File: config.mk
export PLATFORM = sky130hd
export DESIGN_NAME = sample_ctrl
export DESIGN_NICKNAME = d
export VERILOG_FILES = /design/src/pkg/sample_ctrl_pkg.sv /design/src/logic/result_buffer.sv /design/src/logic/sample_ctrl.sv
export VERILOG_INCLUDE_DIRS = /design/src /design/src/pkg
export SDC_FILE = /design/constraint.sdc
export NUM_CORES = 1
export LEC_CHECK = 0
export ABC_CLOCK_PERIOD_IN_PS = 1900
export BUFFER_PORTS_ARGS = -buffer_cell sky130_fd_sc_hd__buf_2
export CAP_MARGIN = 20
export CORE_ASPECT_RATIO = 1.5
export CORE_UTILIZATION = 52
export DETAILED_ROUTE_END_ITERATION = 6
export MAX_ROUTING_LAYER = met4
export PLACE_DENSITY = 0.76
export SLEW_MARGIN = 20
export SYNTH_ARGS = -nofsm -noshare
export SYNTH_HDL_FRONTEND = slang
export SYNTH_SLANG_ARGS = --single-unit
File: constraint.sdc
create_clock -name i_clk_sys -period 1.9 [get_ports i_clk_sys]
set_clock_uncertainty 0.1 [all_clocks]
set_input_delay 0.095 -clock i_clk_sys [delete_from_list [all_inputs] [get_ports i_clk_sys]]
set_output_delay 0.095 -clock i_clk_sys [all_outputs]
set_load 0.1 [all_outputs]
File: src/pkg/sample_ctrl_params.svh
// timing counts and reset values for the sampling converter control
`ifndef SAMPLE_CTRL_PARAMS_SVH
`define SAMPLE_CTRL_PARAMS_SVH
`define CLK_SYS_MHZ 250
`define CONV_TIME_PER_CH_NS 2000
`define CONV_TIME_PER_CH_CYC ((`CONV_TIME_PER_CH_NS * `CLK_SYS_MHZ) / 1000)
`define MODE_RESET 4'h0
`define MODE_PDOWN_BIT 3
`define MODE_BANK_BIT 2
`define RESULT_WIDTH 12
`define NUM_TRACKS 4
`define EXT_CLK_DIV 4
`endif

File: src/pkg/sample_ctrl_pkg.sv
// types for the sampling converter control
`default_nettype none
package sample_ctrl_pkg;
    typedef enum logic [1:0] {
        ST_IDLE = 2'b00,
        ST_CONV = 2'b01,
        ST_DONE = 2'b11
    } seq_state_e;
    typedef logic [11:0] result_t;
endpackage
`default_nettype wire

File: src/logic/result_buffer.sv
// two-entry buffer between converter and result memory
`timescale 1ns/100ps
`default_nettype none
module result_buffer
    import sample_ctrl_pkg::*;
(
    // clock and reset
    input wire logic i_clk_sys,
    input wire logic i_srst,
    // fill side
    input wire logic i_valid,
    input wire result_t i_data,
    output logic o_ready,
    // drain side
    output logic o_valid,
    output result_t o_data,
    input wire logic i_ready
);
    result_t mem [2];
    logic wr_ptr;
    logic rd_ptr;
    logic [1:0] count;
    logic push;
    logic pop;

    assign push = i_valid && (count != 2'd2);
    assign pop = (count != 2'd0) && i_ready;
    assign o_ready = (count != 2'd2);
    assign o_valid = (count != 2'd0);
    assign o_data = mem[rd_ptr];

    always_ff @(posedge i_clk_sys) begin
        if (push) begin
            mem[wr_ptr] <= i_data;
        end
    end

    always_ff @(posedge i_clk_sys) begin
        if (i_srst) begin
            wr_ptr <= 1'b0;
            rd_ptr <= 1'b0;
            count <= 2'd0;
        end else begin
            if (push) begin
                wr_ptr <= ~wr_ptr;
            end
            if (pop) begin
                rd_ptr <= ~rd_ptr;
            end
            count <= count + {1'b0, push} - {1'b0, pop};
        end
    end
endmodule
`default_nettype wire

File: src/logic/sample_ctrl.sv
// control and host port of the four-track sampling converter
//
// Function
// - internal clock when clock pin tied high
// - chip select low enables read and write strobes
// - write strobe low transfers mode code
// - read strobe low drives a result
// - trigger rising edge samples, starts sequence
// - completion flag falls after last conversion
// - twelve bit result, top pin is msb
// - low data pins double as mode bits
// - decode power-down, bank, channel count
// - latch mode on write or select rise
// - reads return channels in order, wrap
// - deselected: ignore read and write strobes, release data pins
`timescale 1ns/100ps
`default_nettype none
`include "sample_ctrl_params.svh"
module sample_ctrl
    import sample_ctrl_pkg::*;
(
    // clock and reset
    input wire logic i_clk_sys,
    input wire logic i_srst,
    // host port strobes
    input wire logic i_chip_select_n,
    input wire logic i_write_n,
    input wire logic i_read_n,
    input wire logic i_sample_trigger_n,
    // converter clock pin, high means internal clock
    input wire logic i_clk_pin,
    // mode pins
    input wire logic i_mode_bit0,
    input wire logic i_mode_bit1,
    // shared data pins
    input wire logic [11:0] i_data,
    output logic [11:0] o_data,
    output logic [11:0] o_data_oe,
    // completion flag
    output logic o_done_n,
    // analog front end
    output logic o_hold,
    output logic o_bank_b,
    output logic o_power_down,
    output logic [1:0] o_conv_channel,
    output logic o_conv_start,
    input wire result_t i_conv_result,
    input wire logic i_conv_valid,
    output logic o_conv_ready
);
    localparam int CYC = `CONV_TIME_PER_CH_CYC;

    ////////////////////////////////////////////////////////////////////////
    // pin synchronisers
    logic [1:0] cs_s;
    logic [1:0] wr_s;
    logic [1:0] rd_s;
    logic [1:0] tr_s;
    logic [1:0] ck_s;
    logic [1:0] m0_s;
    logic [1:0] m1_s;
    logic [1:0] m2_s;
    logic [1:0] m3_s;
    logic cs_q;
    logic wr_q;
    logic rd_q;
    logic tr_q;
    logic ck_q;

    always_ff @(posedge i_clk_sys) begin
        if (i_srst) begin
            cs_s <= 2'b11;
            wr_s <= 2'b11;
            rd_s <= 2'b11;
            tr_s <= 2'b11;
            ck_s <= 2'b11;
            m0_s <= 2'b00;
            m1_s <= 2'b00;
            m2_s <= 2'b00;
            m3_s <= 2'b00;
            cs_q <= 1'b1;
            wr_q <= 1'b1;
            rd_q <= 1'b1;
            tr_q <= 1'b1;
            ck_q <= 1'b1;
        end else begin
            cs_s <= {cs_s[0], i_chip_select_n};
            wr_s <= {wr_s[0], i_write_n};
            rd_s <= {rd_s[0], i_read_n};
            tr_s <= {tr_s[0], i_sample_trigger_n};
            ck_s <= {ck_s[0], i_clk_pin};
            m0_s <= {m0_s[0], i_mode_bit0};
            m1_s <= {m1_s[0], i_mode_bit1};
            m2_s <= {m2_s[0], i_data[0]};
            m3_s <= {m3_s[0], i_data[1]};
            cs_q <= cs_s[1];
            wr_q <= wr_s[1];
            rd_q <= rd_s[1];
            tr_q <= tr_s[1];
            ck_q <= ck_s[1];
        end
    end

    logic wr_act;
    logic wr_end;
    logic rd_fall;
    logic trig_rise;
    logic ext_tick;
    assign wr_act = !cs_s[1] && !wr_s[1];
    assign wr_end = !cs_q && !wr_q && !wr_act;
    assign rd_fall = !cs_s[1] && !rd_s[1] && (cs_q || rd_q);
    assign trig_rise = tr_s[1] && !tr_q;
    assign ext_tick = ck_s[1] && !ck_q;

    ////////////////////////////////////////////////////////////////////////
    // mode register
    logic [3:0] mode;
    logic [3:0] next_mode;
    always_ff @(posedge i_clk_sys) begin
        if (i_srst) begin
            mode <= `MODE_RESET;
            next_mode <= `MODE_RESET;
        end else begin
            if (wr_act) begin
                next_mode <= {m3_s[1], m2_s[1], m1_s[1], m0_s[1]};
            end
            if (wr_end) begin
                mode <= next_mode;
            end
        end
    end

    ////////////////////////////////////////////////////////////////////////
    // clock source: steady high pin selects internal timebase
    logic [7:0] hi_cnt;
    logic int_clk;
    always_ff @(posedge i_clk_sys) begin
        if (i_srst) begin
            hi_cnt <= 8'h00;
            int_clk <= 1'b1;
        end else begin
            if (!ck_s[1]) begin
                hi_cnt <= 8'h00;
                int_clk <= 1'b0;
            end else if (hi_cnt != 8'hff) begin
                hi_cnt <= hi_cnt + 8'h01;
            end else begin
                int_clk <= 1'b1;
            end
        end
    end

    ////////////////////////////////////////////////////////////////////////
    // sequencer
    seq_state_e state;
    logic [12:0] tcnt;
    logic [1:0] ch;
    logic tick;
    logic last_ch;
    assign tick = int_clk ? 1'b1 : ext_tick;
    assign last_ch = (ch == mode[1:0]);
    // a trigger only counts when it really starts a sequence
    logic seq_go;
    assign seq_go = trig_rise && !mode[`MODE_PDOWN_BIT] && (state == ST_IDLE);

    logic buf_ready;
    logic buf_valid;
    result_t buf_data;
    logic slot_free;
    assign slot_free = buf_ready;

    always_ff @(posedge i_clk_sys) begin
        if (i_srst) begin
            state <= ST_IDLE;
            tcnt <= 13'h0000;
            ch <= 2'b00;
            o_hold <= 1'b0;
            o_conv_start <= 1'b0;
            o_done_n <= 1'b1;
        end else begin
            o_conv_start <= 1'b0;
            if (rd_fall) begin
                o_done_n <= 1'b1;
            end
            unique case (state)
                ST_IDLE: begin
                    if (trig_rise && !mode[`MODE_PDOWN_BIT]) begin
                        state <= ST_CONV;
                        o_hold <= 1'b1;
                        o_done_n <= 1'b1;
                        ch <= 2'b00;
                        tcnt <= 13'h0000;
                        o_conv_start <= 1'b1;
                    end
                end
                ST_CONV: begin
                    if (tick && tcnt < 13'(CYC - 1)) begin
                        tcnt <= tcnt + 13'h0001;
                    end else if (tcnt >= 13'(CYC - 1) && slot_free) begin
                        tcnt <= 13'h0000;
                        if (last_ch) begin
                            state <= ST_DONE;
                        end else begin
                            ch <= ch + 2'b01;
                            o_conv_start <= 1'b1;
                        end
                    end
                end
                ST_DONE: begin
                    if (!buf_valid) begin
                        o_hold <= 1'b0;
                        o_done_n <= 1'b0;
                        state <= ST_IDLE;
                    end
                end
                default: begin
                    state <= ST_IDLE;
                end
            endcase
        end
    end

    always_ff @(posedge i_clk_sys) begin
        if (i_srst) begin
            o_bank_b <= 1'b0;
            o_power_down <= 1'b0;
            o_conv_channel <= 2'b00;
            o_conv_ready <= 1'b0;
        end else begin
            o_bank_b <= mode[`MODE_BANK_BIT];
            o_power_down <= mode[`MODE_PDOWN_BIT];
            o_conv_channel <= ch;
            o_conv_ready <= buf_ready;
        end
    end

    ////////////////////////////////////////////////////////////////////////
    // result buffer and memory
    result_buffer u_buf (
        .i_clk_sys(i_clk_sys),
        .i_srst(i_srst),
        .i_valid(i_conv_valid),
        .i_data(i_conv_result),
        .o_ready(buf_ready),
        .o_valid(buf_valid),
        .o_data(buf_data),
        .i_ready(1'b1)
    );

    result_t mem [`NUM_TRACKS];
    logic [1:0] wptr;
    logic [1:0] rptr;
    always_ff @(posedge i_clk_sys) begin
        if (i_srst) begin
            wptr <= 2'b00;
        end else if (seq_go) begin
            wptr <= 2'b00;
        end else if (buf_valid) begin
            mem[wptr] <= buf_data;
            wptr <= wptr + 2'b01;
        end
    end

    always_ff @(posedge i_clk_sys) begin
        if (i_srst) begin
            rptr <= 2'b00;
        end else if (seq_go) begin
            rptr <= 2'b00;
        end else if (rd_fall) begin
            rptr <= rptr + 2'b01;
        end
    end

    ////////////////////////////////////////////////////////////////////////
    // data pin drive
    always_ff @(posedge i_clk_sys) begin
        if (i_srst) begin
            o_data <= 12'h000;
            o_data_oe <= 12'h000;
        end else if (!cs_s[1] && !rd_s[1]) begin
            if (rd_fall) begin
                o_data <= mem[rptr];
            end
            o_data_oe <= 12'hfff;
        end else begin
            o_data_oe <= 12'h000;
        end
    end
endmodule
`default_nettype wire

# == Yosys cells after proc, flatten, opt, wreduce, memory -nomap -nowiden ==
# Memories as Yosys holds them, arrays and structs flattened. A register that Yosys moved wholly into a read port is not among the register bits.
# Index checks and enable logic that the tools add are counted.
# word_totals
word_cells,133
latchBits,0
mem_count,2
reg_bits,85
ramBits,72
rom_bits,0
# memory_table
name,depth,word_bits,rd,rd_clocked_by_memory_dff,wr,line_no,rtl
mem,4,12,1,1,1,sample_ctrl.sv:250,result_t mem [`NUM_TRACKS];
u_buf.mem,2,12,1,1,1,result_buffer.sv:19,result_t mem [2];
# op_classes
n_bitwise,3
n_reduce_logical,33
eq_ne,13
n_div,0
muxes,39
n_mul,0
n_addsub,7
shifts,0
order_cmp,2
# ops
op,n
2-to-1 mux 13 bit,3
one-hot mux 13 bit (2 select lines),1
2-to-1 mux 1 bit,20
2-to-1 mux 2 bit,9
inequality test 2 bit (second input constant),8
adder 13 x 1 -> 13 bit (second input constant),1
>= comparator 13 x 9 -> 1 bit (second input constant),1
less-than comparator 13 x 9 -> 1 bit (second input constant),1
logical AND 1 bit,12
2-to-1 mux 12 bit,1
AND reduction 5 bit,2
zero test 1 bit,9
adder 8 x 1 -> 8 bit (second input constant),1
inequality test 8 bit (second input constant),1
adder 2 x 1 -> 2 bit (second input constant),3
one-hot mux 1 bit (2 select lines),3
one-hot mux 2 bit (3 select lines),1
AND reduction 3 bit,2
nonzero test 2 bit,3
one-hot mux 2 bit (2 select lines),1
OR reduction 2 bit,2
inequality test 3 bit (second input constant),1
NOT 1 bit,3
adder 2 x 1 -> 2 bit,1
other kinds (7),7

# == Depth between registers and ports, before layout ==
# depth
word_depth,7
depth_mapped,8
ltp_nobuf,7

# == Cells and area by module ==
# Synthesis repeated with hierarchy kept, for this count alone.
# unflattened
hier_cells,480
hier_area_um2,6109.6
# by_module_without_submodules
mod,area_each_um2,seq_area_each_um2,cells_each,instances
sample_ctrl,5008.6,3083.0,419,1
result_buffer,1101.1,820.8,61,1

# == Least setup slack after synthesis ==
# Ideal clock, no wire load.
# synth_timing
path_kind,register to register
start,register state[1]
end,register tcnt[6]
path_stages_with_launch,8
setup_time_ps,70
arrival_time_ps,1781
slack_ps,-50
n_path_buf,0
path_cell_list,dfxtp_1 > inv_1 > ha_1 > nand4bb_1 > a21boi_1 > or3_1 > or3_1 > a21oi_1
# synth_via
elab_chain_len,3
# synth_lines
element,line_no,rtl
"start, declared",sample_ctrl.sv:155,seq_state_e state;
"start signal, assigned",sample_ctrl.sv:174,state <= ST_IDLE;
"start signal, assigned",sample_ctrl.sv:188,state <= ST_CONV;
"start signal, assigned",sample_ctrl.sv:202,state <= ST_DONE;
== test 2 x 1 -> 1 bit / zero test 2 bit (equally long branches),sample_ctrl.sv:185,unique case (state)
"inequality test 3 bit (no source line), or another cell as far along",-,
AND reduction 3 bit (no source line),-,
"end signal, assigned",sample_ctrl.sv:198,tcnt <= tcnt + 13'h0001;
"end, declared",sample_ctrl.sv:156,logic [12:0] tcnt;
# Several ways; a longest one is shown, not always the timed one.
# A chain may end at the register's enable or synchronous reset.

# == Final worst setup path ==
# layout_timing
start,register tcnt[4]
end,register tcnt[6]
# layout_via
elab_chain_len,4
# layout_lines
element,line_no
less-than comparator 13 x 9 -> 1 bit / >= comparator 13 x 9 -> 1 bit (equally long branches),"sample_ctrl.sv:197, sample_ctrl.sv:199"
logical AND 1 bit (on tied branches),"sample_ctrl.sv:197, sample_ctrl.sv:199"
inequality test 3 bit (no source line) / 2-to-1 mux 13 bit (equally long branches),-
AND reduction 3 bit (no source line) / one-hot mux 13 bit (2 select lines) (equally long branches),-
# Several ways; a longest one is shown, not always the timed one.

==> results.toml <==
[synthesis]
synth_xor_area_share_pct = 1.30
synth_edf_count = 72
ys_warn_count = 0
synth_fa_ha_area_share_pct = 1.86
syn_nets = 523
synth_top_family_by_area = "simple AND/OR/NAND/NOR gates"
yosys-mux-area-fraction_pct = 7.85
synth_compound_area_share_pct = 7.95
ys_async_sr_fraction_pct = 0
ys_seq_area_share_pct = 64.5
syn_inst = 480
netlist-cell-type-count = 55
synth_ff_type = "dfxtp_1"
synth-simple-area-share_pct = 13.4
mappedNetlistArea_um2 = 6060
syn-mean-instance-area_um2 = 12.6
synth_seq_cells = 159

[cells_and_area]
area_delta_synth_final_pct = 30.0
fin_area_um2 = 7870
diodes = 0
final_layout_size_suffix_gt1_share_pct = 36.1
final_cell_mix = "dfxtp_1, edfxtp_1, buf_2, buf_4"
final_common_cell = "dfxtp_1"
final_nets = 643
utilization_pct = 70.5

[global_route]
overflow = 0
grt_util_all_layers_pct = 22.0
grt_pass1_wl_mm = 20.0
use_met3_pct = 4.59
first_global_vias = 4203
grt_use_met2_pct = 39.4
grt_util_met1_pct = 22.7
grt_max_degree = 45
grt_busiest_layer = "met2"
antenna_found_initial = 0

[timing]
period_needed_ns = 2.06
rsz0062_at_grt = "yes"
slew_violations = 0
slew_headroom_pct = 55.4
worst_pin_slew_ns = 0.661
max_freq_ghz = 0.484
finalSetupViolCount = 10
timing.hold.ws_ns = 0.297
setup_ws_ns = -0.165
fin_crit_sh_pct = 109
tns_ns = -0.526
hold_viol_final = 0

[clock_tree]
root_buffer = "clkbuf_16"
clock-sinks = 159
numCtsBuffers = 17
cts_max_level = 4
cts_tree = "yes"
clockBufferDepth = 2
clkLatencyLatePin_ns = 0.42
path_clk_slew_ns = 0.06

[pwr]
p_int_mw = 5.90
power_density_nw_per_um2 = 969
leakagePower_nw = 2.95
p_switching_mw = 1.73
switching_share_pct = 22.7
pwr-share-clk_pct = 42.0
power_frac_comb_pct = 8.8
seqPwrFrac_pct = 49.2
vdd_drop_max_mv = 0.817

[critical_path]
worstPathRequired_ns = 2.14
r2r_cells = 4
cp_max_fo = 7
cp.arrival_ns = 2.31
critPathCapture = "tcnt[6]$_SDFFE_PP0P_"
reg2reg_from = "tcnt[4]$_SDFFE_PP0P_"
start_kind = "flip-flop"
crit_path_start = "tcnt[4]$_SDFFE_PP0P_"
critPathKind = "flip-flop to flip-flop"
reg2reg_slack_ns = -0.16
cp-end-kind = "flip-flop"
timing.rr.end = "tcnt[6]$_SDFFE_PP0P_"

[die]
die_area_um2 = 12100
design.core.area_um2 = 11200
die_x_um = 90.1
fp.dieH_um = 134
core.rowCount = 47
pin_count = 66
start_util_pct = 54.2

[routing]
drt_iter0_drc = 225
avgViaCountPerCell = 5.58
wl_per_cell_um = 17.7
drc = 0
ant_nets = 0
wl_mm = 13.4
num_vias = 4240
drtPass1Iterations = 4

[placed_design]
placed_area_um2 = 6690
hpwl_mm = 8.06
io_buffers = 55
gp_congestion = 0.877
place_ws_ns = -0.108

[run]
maxCapViolations = 0

[worst_hold_path]
min_path_type = "input pin to flip-flop"

[status]
violations = "negative setup slack"
outcome = "complete, but fails checks"
[area by class of cell]
class,count,area [um2]
clock buffer,20,437
clock inverter,12,121
fill,744,3300
inverter,10,40.0
multi-input combinational,284,2220
sequential,159,3920
tap,147,184
timing repair buffer,128,947
[through the flow]
stage / cells / power [mW]
after floorplan: 480 / 4.16
after global placement: 691 / 4.33
after detailed placement: 691 / 4.36
after CTS: 754 / 7.59
after global routing: 760 / 7.85
final: 760 / 7.63
[sequential cells by signal, indices dropped and copies added, names as in the netlist, 4 cells and up, named ones only]
register / flops
mem: 48
tcnt: 13
next_mode: 4
hi_cnt: 8
o_data: 12
mode: 4
u_buf.mem: 24
[Yosys cell counts, types with 9 or more instances]
| cell type | n | area, um2 |
|---|---|---|
| dfxtp_1 | 87 | 1740 |
| edfxtp_1 | 72 | 2160 |
| nor2_1 | 38 | 143 |
| nand2_1 | 36 | 135 |
| a21oi_1 | 28 | 140 |
| or2_2 | 18 | 113 |
| o21ai_0 | 17 | 85.1 |
| nor2b_1 | 15 | 93.8 |
| mux2_2 | 12 | 135 |
| mux4_2 | 12 | 270 |
| buf_4 | 11 | 82.6 |
| clkbuf_1 | 10 | 37.5 |
| inv_1 | 10 | 37.5 |
| ha_1 | 9 | 113 |
[logic make-up after synthesis]
kind of cell / Yosys count
DFF: 159
and+or+nand+nor: 156
AOI/OAI and AO/OA: 78
buffers and inverters: 38
muxes: 31
xor gates and xnor gates: 9
adders and majority gates: 9
[how the worst min path moves through the flow]
stage               cells past startpoint  slack [ns]            start                           end
floorplan                               1        0.08           i_srst  o_conv_channel[1]$_SDFF_PP0_
global placement                        2        0.18  i_chip_select_n            cs_s[0]$_SDFF_PP1_
detailed placement                      2        0.18        i_clk_pin            ck_s[0]$_SDFF_PP1_
CTS                                     3        0.29        i_write_n            wr_s[0]$_SDFF_PP1_
global route                            3        0.29        i_write_n            wr_s[0]$_SDFF_PP1_
finish                                  3        0.30        i_write_n            wr_s[0]$_SDFF_PP1_
[metal layers]
layer,vias up,share of wire [%]
li1,1975,-
met1,2096,38
met2,131,55
met3,38,3.8
met4,0,3.3
met5,-,0
[what timing repair did]
item | in CTS | in global routing
gates resized for setup | 26 | 43
endpoints found under the hold margin | 41 | 0
setup buffers | 5 | 6
endpoints found under the setup margin | 13 | 62
cloned | 1 | 0
pin swaps | 8 | 15
hold buffers | 25 | 0
[critical path, cell delays in order (launching register included)]
cell	delay, ns
dfxtp_1	0.58
nand3_1	0.32
or3_1	0.45
or3_4	0.35
a21oi_2	0.17
[power groups by stage]
stage | logic, mW | registers, mW | clock network (mW)
2_1_floorplan | 0.272 | 3.89 | 0
3_3_place_gp | 0.511 | 3.82 | 0
3_5_place_dp | 0.532 | 3.83 | 0
4_1_cts | 0.600 | 3.75 | 3.24
5_1_grt | 0.712 | 3.77 | 3.37
6_report | 0.669 | 3.76 | 3.20
Note: power is estimated with default switching activity, not from simulation.
